`config.mk`:
```
export PLATFORM = sky130hd
export DESIGN_NAME = dmr_router
export DESIGN_NICKNAME = d
export VERILOG_FILES = /design/src/include/dmr_pkg.sv /design/src/rtl/dmr_router.sv
export VERILOG_INCLUDE_DIRS = /design/src /design/src/include
export SDC_FILE = /design/constraint.sdc
export NUM_CORES = 2
export LEC_CHECK = 0
export BUFFER_PORTS_ARGS = -buffer_cell sky130_fd_sc_hd__buf_2
export CAP_MARGIN = 5
export CORE_MARGIN = 2
export CORE_UTILIZATION = 60
export DETAILED_ROUTE_END_ITERATION = 6
export PLACE_DENSITY_LB_ADDON = 0.12
export SYNTH_ARGS = -nofsm -noshare
export SYNTH_HDL_FRONTEND = slang
export SYNTH_SLANG_ARGS = --single-unit
```
`constraint.sdc`:
```
create_clock -name clk -period 8.6 [get_ports clk]
set_input_delay 0.86 -clock clk [delete_from_list [all_inputs] [get_ports clk]]
set_output_delay 0.86 -clock clk [all_outputs]
set_load 0.005 [all_outputs]
```
`src/include/dmr_map.svh`:
```
`ifndef DMR_MAP_SVH
`define DMR_MAP_SVH

// highest address of the lower internal ram, reachable both ways
`define DMR_LOW_TOP 8'h7f
// high address byte of the on-chip expansion ram in the external space
`define DMR_XRAM_TOP_HIGH 8'h00
// clocks between free-running latch strobe pulses while not suppressed
`define DMR_ALE_PERIOD 3'h6
// clocks the read or write strobe stays low in an external cycle
`define DMR_STROBE_CYC 3'h2
// reset and idle value of the read and write strobe pins
`define DMR_PIN_IDLE 1'h1
`define DMR_BYTE_ZERO 8'h00

`endif

```
`src/include/dmr_pkg.sv`:
```
package dmr_pkg;

    // how the core addresses the data byte
    typedef enum logic [2:0] {
        DMR_DIRECT,
        DMR_INDIRECT,
        DMR_STACK,
        DMR_XMOVE_BYTE,
        DMR_XMOVE_WIDE
    } dmr_kind_t;

    // one access request from the core
    typedef struct packed {
        dmr_kind_t kind;
        logic write;
        logic [15:0] addr;
        logic [7:0] wdata;
    } dmr_req_t;

    // access sequencer states
    typedef enum logic [2:0] {
        DMR_IDLE,
        DMR_ADDR,
        DMR_STROBE,
        DMR_END,
        DMR_SFR
    } dmr_state_t;

    // all state of the router
    typedef struct packed {
        dmr_state_t state;
        logic ready;
        logic resp_valid;
        logic [7:0] resp_rdata;
        logic sfr_strobe;
        logic sfr_write;
        logic [7:0] sfr_addr;
        logic [7:0] sfr_wdata;
        logic [7:0] pzero_out;
        logic pzero_oe;
        logic [7:0] ptwo_out;
        logic wr_n;
        logic rd_n;
        logic ale;
        logic [2:0] ale_div;
        logic [2:0] cnt;
        logic ext_write;
        logic wide;
    } dmr_regs_t;

endpackage : dmr_pkg

```
`src/rtl/dmr_router.sv`:
```
`timescale 1ns/1ps
`include "dmr_map.svh"
// How it works
// - lower 128 bytes reached direct and indirect
// - upper 128 bytes reached indirect only
// - direct above 7fh goes to sfr space
// - indirect above 7fh goes to upper ram
// - 256 byte on-chip expansion ram exists
// - bypass clear, byte pointer move hits expansion ram
// - expansion ram access leaves bus pins quiet
// - port two keeps its latch during expansion access
// - wide pointer above ffh runs external cycle
// - bypass set, byte pointer drives 8-bit address
// - bypass set, wide pointer high byte on port two
// - external moves pulse write or read strobe
// - stack only reaches the 256 internal bytes
// - suppress bit holds latch strobe inactive
// - suppressed strobe still pulses per external access
module dmr_router (
    input wire logic clk,
    input wire logic sys_rst,
    input wire logic req_valid,
    input wire dmr_pkg::dmr_req_t req,
    output logic req_ready,
    output logic resp_valid,
    output logic [7:0] resp_rdata,
    input wire logic expansion_ram_bypass,
    input wire logic latch_strobe_suppress,
    input wire logic [7:0] port_two_latch,
    output logic sfr_strobe,
    output logic sfr_write,
    output logic [7:0] sfr_addr,
    output logic [7:0] sfr_wdata,
    input wire logic [7:0] sfr_rdata,
    input wire logic [7:0] port_zero_in,
    output logic [7:0] port_zero_out,
    output logic port_zero_oe,
    output logic [7:0] port_two,
    output logic write_strobe_pin_n,
    output logic read_strobe_pin_n,
    output logic ale
);

    ////////////////////////////////////////////////////////////////////
    // storage

    // lower and upper internal ram, and the on-chip expansion ram
    logic [7:0] low_ram [0:127];
    logic [7:0] up_ram [0:127];
    logic [7:0] onchip_xdata_ram [0:255];

    dmr_pkg::dmr_regs_t st;
    dmr_pkg::dmr_regs_t next_st;

    // write controls for the arrays
    logic low_we;
    logic up_we;
    logic xram_we;
    logic [7:0] mem_addr;
    logic [7:0] mem_wdata;

    // decoded target of the offered request
    logic take;
    logic is_ext;
    logic is_xram;
    logic is_sfr;
    logic is_up;
    logic [7:0] rd_byte;

    ////////////////////////////////////////////////////////////////////
    // target decode

    // sort the offered request into one of five places
    always_comb
    begin
        take = req_valid && st.ready;
        mem_addr = req.addr[7:0];
        mem_wdata = req.wdata;
        is_ext = 1'b0;
        is_xram = 1'b0;
        is_sfr = 1'b0;
        is_up = 1'b0;
        case (req.kind)
            dmr_pkg::DMR_DIRECT:
            begin
                // direct above the low area is the sfr space
                is_sfr = req.addr[7:0] > `DMR_LOW_TOP;
            end
            dmr_pkg::DMR_INDIRECT, dmr_pkg::DMR_STACK:
            begin
                // indirect and stack see the full 256 internal bytes
                is_up = req.addr[7:0] > `DMR_LOW_TOP;
            end
            dmr_pkg::DMR_XMOVE_BYTE:
            begin
                // byte pointer: expansion ram unless bypassed
                is_ext = expansion_ram_bypass;
                is_xram = !expansion_ram_bypass;
            end
            dmr_pkg::DMR_XMOVE_WIDE:
            begin
                // wide pointer: expansion ram only in its first page
                is_xram = !expansion_ram_bypass &&
                    (req.addr[15:8] == `DMR_XRAM_TOP_HIGH);
                is_ext = !is_xram;
            end
            default:
            begin
                is_sfr = 1'b0;
            end
        endcase
        // arrays written only for taken internal and expansion ram stores
        low_we = take && req.write && !is_ext && !is_xram && !is_sfr &&
            !is_up;
        up_we = take && req.write && is_up;
        xram_we = take && req.write && is_xram;
        // read byte from the selected array
        if (is_xram)
        begin
            rd_byte = onchip_xdata_ram[mem_addr];
        end
        else if (is_up)
        begin
            rd_byte = up_ram[mem_addr[6:0]];
        end
        else
        begin
            rd_byte = low_ram[mem_addr[6:0]];
        end
    end

    ////////////////////////////////////////////////////////////////////
    // array writes

    // memories hold no reset, they keep contents like real ram
    always_ff @(posedge clk)
    begin
        if (low_we)
        begin
            low_ram[mem_addr[6:0]] <= mem_wdata;
        end
        if (up_we)
        begin
            up_ram[mem_addr[6:0]] <= mem_wdata;
        end
        if (xram_we)
        begin
            onchip_xdata_ram[mem_addr] <= mem_wdata;
        end
    end

    ////////////////////////////////////////////////////////////////////
    // sequencer

    // next state of the router and its bus pins
    always_comb
    begin
        next_st = st;
        next_st.resp_valid = 1'b0;
        next_st.sfr_strobe = 1'b0;
        // free-running divider for idle latch strobe pulses
        if (st.ale_div == `DMR_ALE_PERIOD - 3'h1)
        begin
            next_st.ale_div = 3'h0;
        end
        else
        begin
            next_st.ale_div = st.ale_div + 3'h1;
        end
        // port two follows its latch unless a wide cycle owns it
        if (!st.wide)
        begin
            next_st.ptwo_out = port_two_latch;
        end
        case (st.state)
            dmr_pkg::DMR_IDLE:
            begin
                // idle strobe pulses only when not suppressed
                next_st.ale = !latch_strobe_suppress &&
                    (st.ale_div == 3'h0);
                if (take && is_ext)
                begin
                    // address phase: strobe pulses even if suppressed
                    next_st.state = dmr_pkg::DMR_ADDR;
                    next_st.ready = 1'b0;
                    next_st.ale = 1'b1;
                    next_st.pzero_out = req.addr[7:0];
                    next_st.pzero_oe = 1'b1;
                    next_st.ext_write = req.write;
                    next_st.sfr_wdata = req.wdata;
                    next_st.wide = (req.kind == dmr_pkg::DMR_XMOVE_WIDE);
                    if (req.kind == dmr_pkg::DMR_XMOVE_WIDE)
                    begin
                        next_st.ptwo_out = req.addr[15:8];
                    end
                end
                else if (take && is_sfr)
                begin
                    // hand the access to the sfr bank
                    next_st.state = dmr_pkg::DMR_SFR;
                    next_st.ready = 1'b0;
                    next_st.sfr_strobe = 1'b1;
                    next_st.sfr_write = req.write;
                    next_st.sfr_addr = req.addr[7:0];
                    next_st.sfr_wdata = req.wdata;
                end
                else if (take)
                begin
                    // internal or expansion ram: pins untouched
                    next_st.resp_valid = 1'b1;
                    next_st.resp_rdata = req.write ? `DMR_BYTE_ZERO :
                        rd_byte;
                end
            end
            dmr_pkg::DMR_ADDR:
            begin
                // drop the strobe, assert read or write
                next_st.ale = 1'b0;
                next_st.state = dmr_pkg::DMR_STROBE;
                next_st.cnt = `DMR_STROBE_CYC - 3'h1;
                next_st.pzero_oe = st.ext_write;
                next_st.pzero_out = st.sfr_wdata;
                next_st.wr_n = !st.ext_write;
                next_st.rd_n = st.ext_write;
            end
            dmr_pkg::DMR_STROBE:
            begin
                // hold the strobe, then sample and release
                if (st.cnt == 3'h0)
                begin
                    next_st.wr_n = `DMR_PIN_IDLE;
                    next_st.rd_n = `DMR_PIN_IDLE;
                    next_st.state = dmr_pkg::DMR_END;
                    next_st.resp_valid = 1'b1;
                    next_st.resp_rdata = st.ext_write ? `DMR_BYTE_ZERO :
                        port_zero_in;
                end
                else
                begin
                    next_st.cnt = st.cnt - 3'h1;
                end
            end
            dmr_pkg::DMR_END:
            begin
                // float port zero, give port two back to its latch
                next_st.pzero_oe = 1'b0;
                next_st.wide = 1'b0;
                next_st.ptwo_out = port_two_latch;
                next_st.ready = 1'b1;
                next_st.state = dmr_pkg::DMR_IDLE;
            end
            dmr_pkg::DMR_SFR:
            begin
                // sfr bank answers one cycle after the strobe
                // an idle latch pulse must not stretch into this cycle
                next_st.ale = 1'b0;
                next_st.resp_valid = 1'b1;
                next_st.resp_rdata = st.sfr_write ? `DMR_BYTE_ZERO :
                    sfr_rdata;
                next_st.ready = 1'b1;
                next_st.state = dmr_pkg::DMR_IDLE;
            end
            default:
            begin
                next_st.state = dmr_pkg::DMR_IDLE;
                next_st.ready = 1'b1;
            end
        endcase
    end

    // register all state, synchronous reset
    always_ff @(posedge clk)
    begin
        if (sys_rst)
        begin
            st <= '0;
            st.state <= dmr_pkg::DMR_IDLE;
            st.ready <= 1'b1;
            st.wr_n <= `DMR_PIN_IDLE;
            st.rd_n <= `DMR_PIN_IDLE;
        end
        else
        begin
            st <= next_st;
        end
    end

    ////////////////////////////////////////////////////////////////////
    // outputs, all straight from the state register

    assign req_ready = st.ready;
    assign resp_valid = st.resp_valid;
    assign resp_rdata = st.resp_rdata;
    assign sfr_strobe = st.sfr_strobe;
    assign sfr_write = st.sfr_write;
    assign sfr_addr = st.sfr_addr;
    assign sfr_wdata = st.sfr_wdata;
    assign port_zero_out = st.pzero_out;
    assign port_zero_oe = st.pzero_oe;
    assign port_two = st.ptwo_out;
    assign write_strobe_pin_n = st.wr_n;
    assign read_strobe_pin_n = st.rd_n;
    assign ale = st.ale;

endmodule : dmr_router

```
; After elaboration in Yosys (flattened, before gate mapping)
; Memory sizes are Yosys's and may differ from the RTL's.
; Cells that the tools add are included.
[totals]
regBits = 59
mem_bits_rw = 4096
elab_cells = 132
memories = 3
[memory_table]
columns = memory, words, width, rd, rd_ports_with_merged_regs, write_ports, line
row1 = onchip_xdata_ram, 256, 8, 1, 0, 1, dmr_router.sv:50  ; logic [7:0] onchip_xdata_ram [0:255];
row2 = low_ram, 128, 8, 1, 0, 1, dmr_router.sv:48  ; logic [7:0] low_ram [0:127];
row3 = up_ram, 128, 8, 1, 0, 1, dmr_router.sv:49  ; logic [7:0] up_ram [0:127];
[classes]
add_sub_neg = 2
reduce_logical = 48
n_eq_ne = 16
bitwise = 3
mux = 41
n_lt_le_gt_ge = 1
[ops]
columns = cell, n
row1 = 2-to-1 mux 8 bit, 8
row2 = one-hot mux 8 bit (2 select lines), 2
row3 = 2-to-1 mux 9 bit, 3
row4 = one-hot mux 9 bit (3 select lines), 1
row5 = 2-to-1 mux 19 bit, 1
row6 = 2-to-1 mux 18 bit, 1
row7 = AND reduction 2 bit, 9
row8 = 2-to-1 mux 17 bit, 1
row9 = equality test 3 x 2 -> 1 bit (second input constant), 4
row10 = logical AND 1 bit, 12
row11 = zero test 3 bit, 4
row12 = != test 2 bit (second input constant), 6
row13 = 2-to-1 mux 1 bit, 10
row14 = one-hot mux 1 bit (2 select lines), 5
row15 = nonzero test 2 bit, 5
row16 = equality test 3 bit (second input constant), 3
row17 = one-hot mux 3 bit (3 select lines), 1
row18 = greater-than comparator 8 x 7 -> 1 bit (second input constant), 1
row19 = zero test 1 bit, 8
row20 = zero test 8 bit, 1
row21 = 2-to-1 mux 4 bit, 2
row22 = OR reduction 2 bit, 4
row23 = equality test 3 x 1 -> 1 bit (second input constant), 2
row24 = 2-to-1 mux 3 bit, 2
row25 = 12 further kinds, 15

; Longest topological paths before layout
[depth]
ltp_word = 11
ltp_mapped = 15

; Worst setup path after synthesis
; No wires, ideal clock.
[synth_path]
path_kind = input port to flip-flop
startpoint = input req[13] (netlist name)
endpoint = memory low_ram[54][0] (enable)
arrival_ps = 3294
setup_slack_ps = 4936
path_stages = 9
cell_sequence = clkbuf_1 clkbuf_1 clkbuf_1 clkbuf_1 clkbuf_1 nor2b_1 nand2_1 clkbuf_1 nor2_1
[synth_via]
elab_chain_cells = 7
word_cells_on_any_way = 9
[synth_rtl]
columns = element, line
row1 = from (decl), dmr_router.sv:23  ; input wire dmr_pkg::dmr_req_t req,
row2 = greater-than comparator 8 x 7 -> 1 bit (no line), n/a
row3 = 2-to-1 mux 1 bit, dmr_router.sv:83  ; case (req.kind)
row4 = zero test 1 bit, dmr_router.sv:113  ; low_we = take && req.write && !is_ext && !is_xram && !is_sfr &&
row5 = logical AND 1 bit (2 in series), dmr_router.sv:113
row6 = 2-to-1 mux 1 bit, dmr_router.sv:138  ; if (low_we)
row7 = 2-to-1 mux 1 bit (implied by the code), dmr_router.sv:140  ; low_ram[mem_addr[6:0]] <= mem_wdata;
row8 = to (decl), dmr_router.sv:48
; Parallel ways exist; a longest one is shown, timed or not.

; Final worst setup path
[layout_path]
startpoint = input req[8] (netlist name)
endpoint = register st, in the netlist resp_rdata[6]
[layout_via]
elab_chain_cells = 9
word_cells_on_any_way = 16
[layout_rtl]
columns = element, line
row1 = "parallel branches: the longest is 9 deep, another holds memory read (128 x 8 bit)", n/a
row2 = to (signal assigned), dmr_router.sv:284  ; st <= next_st;
row3 = to (decl), dmr_router.sv:52  ; dmr_pkg::dmr_regs_t st;
; Several ways; the timed one is not identified. The select of a mux whose other input is x is not followed.
; A chain may end at the register's enable or synchronous reset.

==> results <==
- The cell internal power dissipation is 33.3 mW.
- For the pin with the worst max-slew slack, the measured transition is ~1500 ps.
- The power share of the combinational group is 0.050.
- Of the total power, the clock network draws 0.424.
- Entering global routing, the biggest net connects 217 pins.
- Once detail routing completed, the nets flagged for antenna violations numbered 0.
- Dividing the detail-routed wire length by the instance count gives between 30 and 40 microns.
- For this design the ratio of total power to cell area is about 240 mW/mm^2.
- The placed wire-length estimate after detailed placement is between 200 and 250 mm.
- Yosys printed 0 warnings.
- The violation count after the first detailed-routing iteration is between 10000 and 15000.
- In this run, post-CTS repair resized a total of 0 instances.
- The number of H-tree branching levels is 5.
- The total overflow left after global routing is 0.
- The number of max-slew violations in the final report is 2.
- The design draws between 40 and 50 mW.
- The floorplan step defined a core boundary enclosing between 0.2 and 0.3 sq mm.
- The fraction of synthesis flops using an asynchronous set or reset pin is 0.
- No sink is reached through more buffers than the 4 on the longest clock path.
- The largest voltage drop on the vdd net is around 0.20 mV.
- The worst hold path class is input pin to flip-flop.
- The peak fanout along the critical path is 88.
- During placement, the flow inserted port buffers numbering roughly 100.
- The number of max-capacitance violations reported is 1.
- In this run the most used layer during global routing was met2.
- The cell area reported after detailed placement is 0.166 sq mm.
- For met2 alone, demand over resource in global routing was 0.472.
- The TritonCTS clock tree is yes.
- The portion of the clock cycle consumed by the worst path in the final layout is 0.536.
- The first global-routing pass estimated 590 mm of wire.
- The critical path is of the input pin to flip-flop type.
- The flop and latch count out of synthesis is just over 4000.
- The total clock buffers created by CTS is around 400.
- The sink count of the clock tree is about 4200.
- The congestion estimate from routability-driven global placement came to slightly below 0.9.
- The routed design could run at a clock period as short as ~4600 ps.
- Of the total power, the share spent switching nets is 0.212.
- In this run, synthesis inferred 4096 flip-flops with an integrated enable.
- The post-synthesis sequential area ratio is 0.769.
- The checks that failed: DRC, capacitance limit, slew limit.
- In the global route stage, overall resource usage came out at 0.307.
- The number of search-and-repair iterations in the first detailed-routing pass is 7.
- The number of vias per cell after detailed routing is around 6.9.
- The total of fill cells in the finished design is 16800.
- The number of distinct library cell variants in the gate-level netlist after synthesis is between 60 and 70.
- The number of standard-cell rows in the floorplan is 190.
- The net count after synthesis is ~7500.
- In the global route stage, met1 resource usage came out at 0.439.
- In the synthesized netlist, the number of instances is between 7000 and 8000.
- The share of total power dissipated in sequential elements is 0.526.
- The chip width is roughly 520 microns.
- The via count of the first global-routing pass is 78800.
- In this run the power spent charging and discharging nets is about 9 mW.
- For this design, the CTS-stage hold fixing added 0 buffers.
- STA classifies the critical path endpoint as a flip-flop.
- Dividing the synthesized area by the synthesized cell count gives approximately 22 sq um.
- The die covers around 0.27 sq mm.
- For this design the top-level I/O count stands at approximately 110.
- STA classifies the critical path startpoint as an input pin.
- Based on the critical path, the design can be clocked at up to between 200 and 250 MHz.
- Setup repair after global routing left no endpoint under its margin.
- Of the cells placed in the final design, the portion with a size suffix greater than 1 is 0.257.
- The total negative slack is 0 ps.
- The post-route cell area is ~0.18 sq mm.
- The area growth from synthesis to layout is 10.9%.
- The initial antenna violation count is 16.
- The tree is rooted in a sky130_fd_sc_hd__clkbuf_16.
- Setup violations remaining at the end of the flow were counted as 0.
- The flow ran to the end, but the final reports show violations.
- The count of unresolved DRC violations after routing is 3.
- The die height is roughly 520 microns.
- The static leakage is approximately 55 nW.
- In this run the post-CTS setup repair buffer count came out at 0.
- The clock-pin slew reported for the worst setup and hold paths after clock tree synthesis is 60 ps.
- The routing usage on met3 is 0.0678.
- The starting density of the core is 0.603.
- The routed layout has approximately 80000 vias.
- In the synthesized netlist the dominant register cell turns out to be sky130_fd_sc_hd__edfxtp_1.
- The total wire length after detailed routing is 418 mm.
- In this run the cell area of the synthesized design comes to between 0.15 and 0.2 sq mm.
- The clock arrives with around 43 ps of skew.
- The hold violation count in the final report is 0.
- The number of nets in the finished design is approximately 7700.
- The insertion delay of the later-clocked pin in the worst-skew pair is ~960 ps.
- The endpoint arrival time on the critical path is approximately 5400 ps.
- In this run the tightest slew margin relative to its limit is -0.0198.
- At the worst endpoint, the required time is around 9400 ps.
## sequential cells by signal, summed over array words and instances, names as in the netlist
register,count
low_ram,1024
port_zero_oe,1
ale,1
onchip_xdata_ram,2048
st,11
up_ram,1024
sfr_addr,8
read_strobe_pin_n,1
resp_valid,1
sfr_strobe,1
resp_rdata,8
sfr_wdata,8
write_strobe_pin_n,1
port_zero_out,8
sfr_write,1
req_ready,1
port_two,8
## layout make-up
type                       instances  area, sq um  area share
sequential                      4155       124000       0.693
multi-input combinational       2743        34700       0.194
clock buffer                     493        10700      0.0597
tap                             3552         4440      0.0248
clock inverter                   261         2660      0.0149
timing repair buffer             278         2370      0.0132
inverter                          11         48.8    0.000272
antenna                           14         35.0    0.000196
## critical path, cell delays in order
cell                       delay, ps
sky130_fd_sc_hd__buf_12          500
sky130_fd_sc_hd__buf_4           540
sky130_fd_sc_hd__buf_4           570
sky130_fd_sc_hd__mux4_2          620
sky130_fd_sc_hd__mux4_2          500
sky130_fd_sc_hd__a221oi_1        890
sky130_fd_sc_hd__o22ai_1         170
sky130_fd_sc_hd__nor4_1          360
sky130_fd_sc_hd__o22ai_1         150
## cells in the mapped netlist (all sizes together) (32+ instances only)
master,count,area [sq um]
nor2,612,2300
nand3,34,170
mux4,1108,25000
a21oi,96,480
a211oi,32,240
a22oi,128,961
dfxtp,59,1180
nand2,144,541
nor3,37,185
clkbuf,163,612
edfxtp,4096,123000
mux2i,204,2040
buf,319,2100
o21ai,46,230
## layer usage
metal,share of wire,up-vias
li1,-,31500
met1,0.38,42700
met2,0.47,4846
met3,0.10,823
met4,0.043,6
met5,0.00034,-
## metrics by stage
stage               setup WS, ps  hold WS, ps   util  std cells
detailed placement          3010          454  0.619      10700
global route                3800          251  0.669      11500
global placement            3000          429  0.619      10700
floorplan                   4940          426      -       7391
CTS                         4010          182  0.669      11500
finish                      3990          226  0.669      11500
## power by group through the flow
stage	Clock [mW]	Sequential, mW	Combinational, mW
after floorplan	0	22.7	1.11
after global placement	0	22.7	2.06
after detailed placement	0	22.7	2.09
after CTS	18.0	22.3	2.10
after global routing	18.8	22.3	2.19
final	17.9	22.3	2.11
## final timing paths
check / startpoint / end / slack, ps / cells past startpoint
worst min-delay path: port_two_latch[6] / port_two[6]$_SDFF_PP0_ / 230 / 3
worst min register to register: sfr_addr[7]$_SDFFE_PP0P_ / sfr_addr[7]$_SDFFE_PP0P_ / 450 / 2
worst max-delay path: req[8] / resp_rdata[6]$_SDFFE_PP0P_ / 3990 / 9
worst max register to register: st[56]$_SDFFE_PP0P_ / resp_rdata[7]$_SDFFE_PP0P_ / 4370 / 8
## cell usage in the layout, fill, tap and decap left out, types with 85 or more instances in the layout
master and count:
sky130_fd_sc_hd__nor2_1 604, sky130_fd_sc_hd__mux4_2 1108, sky130_fd_sc_hd__buf_2 92, sky130_fd_sc_hd__buf_4 140, sky130_fd_sc_hd__a22oi_1 128, sky130_fd_sc_hd__mux2i_1 204, sky130_fd_sc_hd__a21oi_1 96, sky130_fd_sc_hd__clkbuf_16 415
sky130_fd_sc_hd__clkinv_2 85, sky130_fd_sc_hd__nand2_1 128, sky130_fd_sc_hd__edfxtp_1 4096, sky130_fd_sc_hd__clkinv_1 94
## logic make-up after synthesis
kind of cell | count (synthesis) | synth area share
XOR/XNOR | 2 | 0.000109
buffers and inverters | 493 | 0.0171
multiplexers | 1334 | 0.169
adder cells (fa/ha/maj) | 5 | 0.000388
AND/OR/NAND/NOR | 923 | 0.0237
flip-flops | 4155 | 0.769
AO/OA/AOI/OAI | 479 | 0.0207
(Power assumes the default switching activity.)
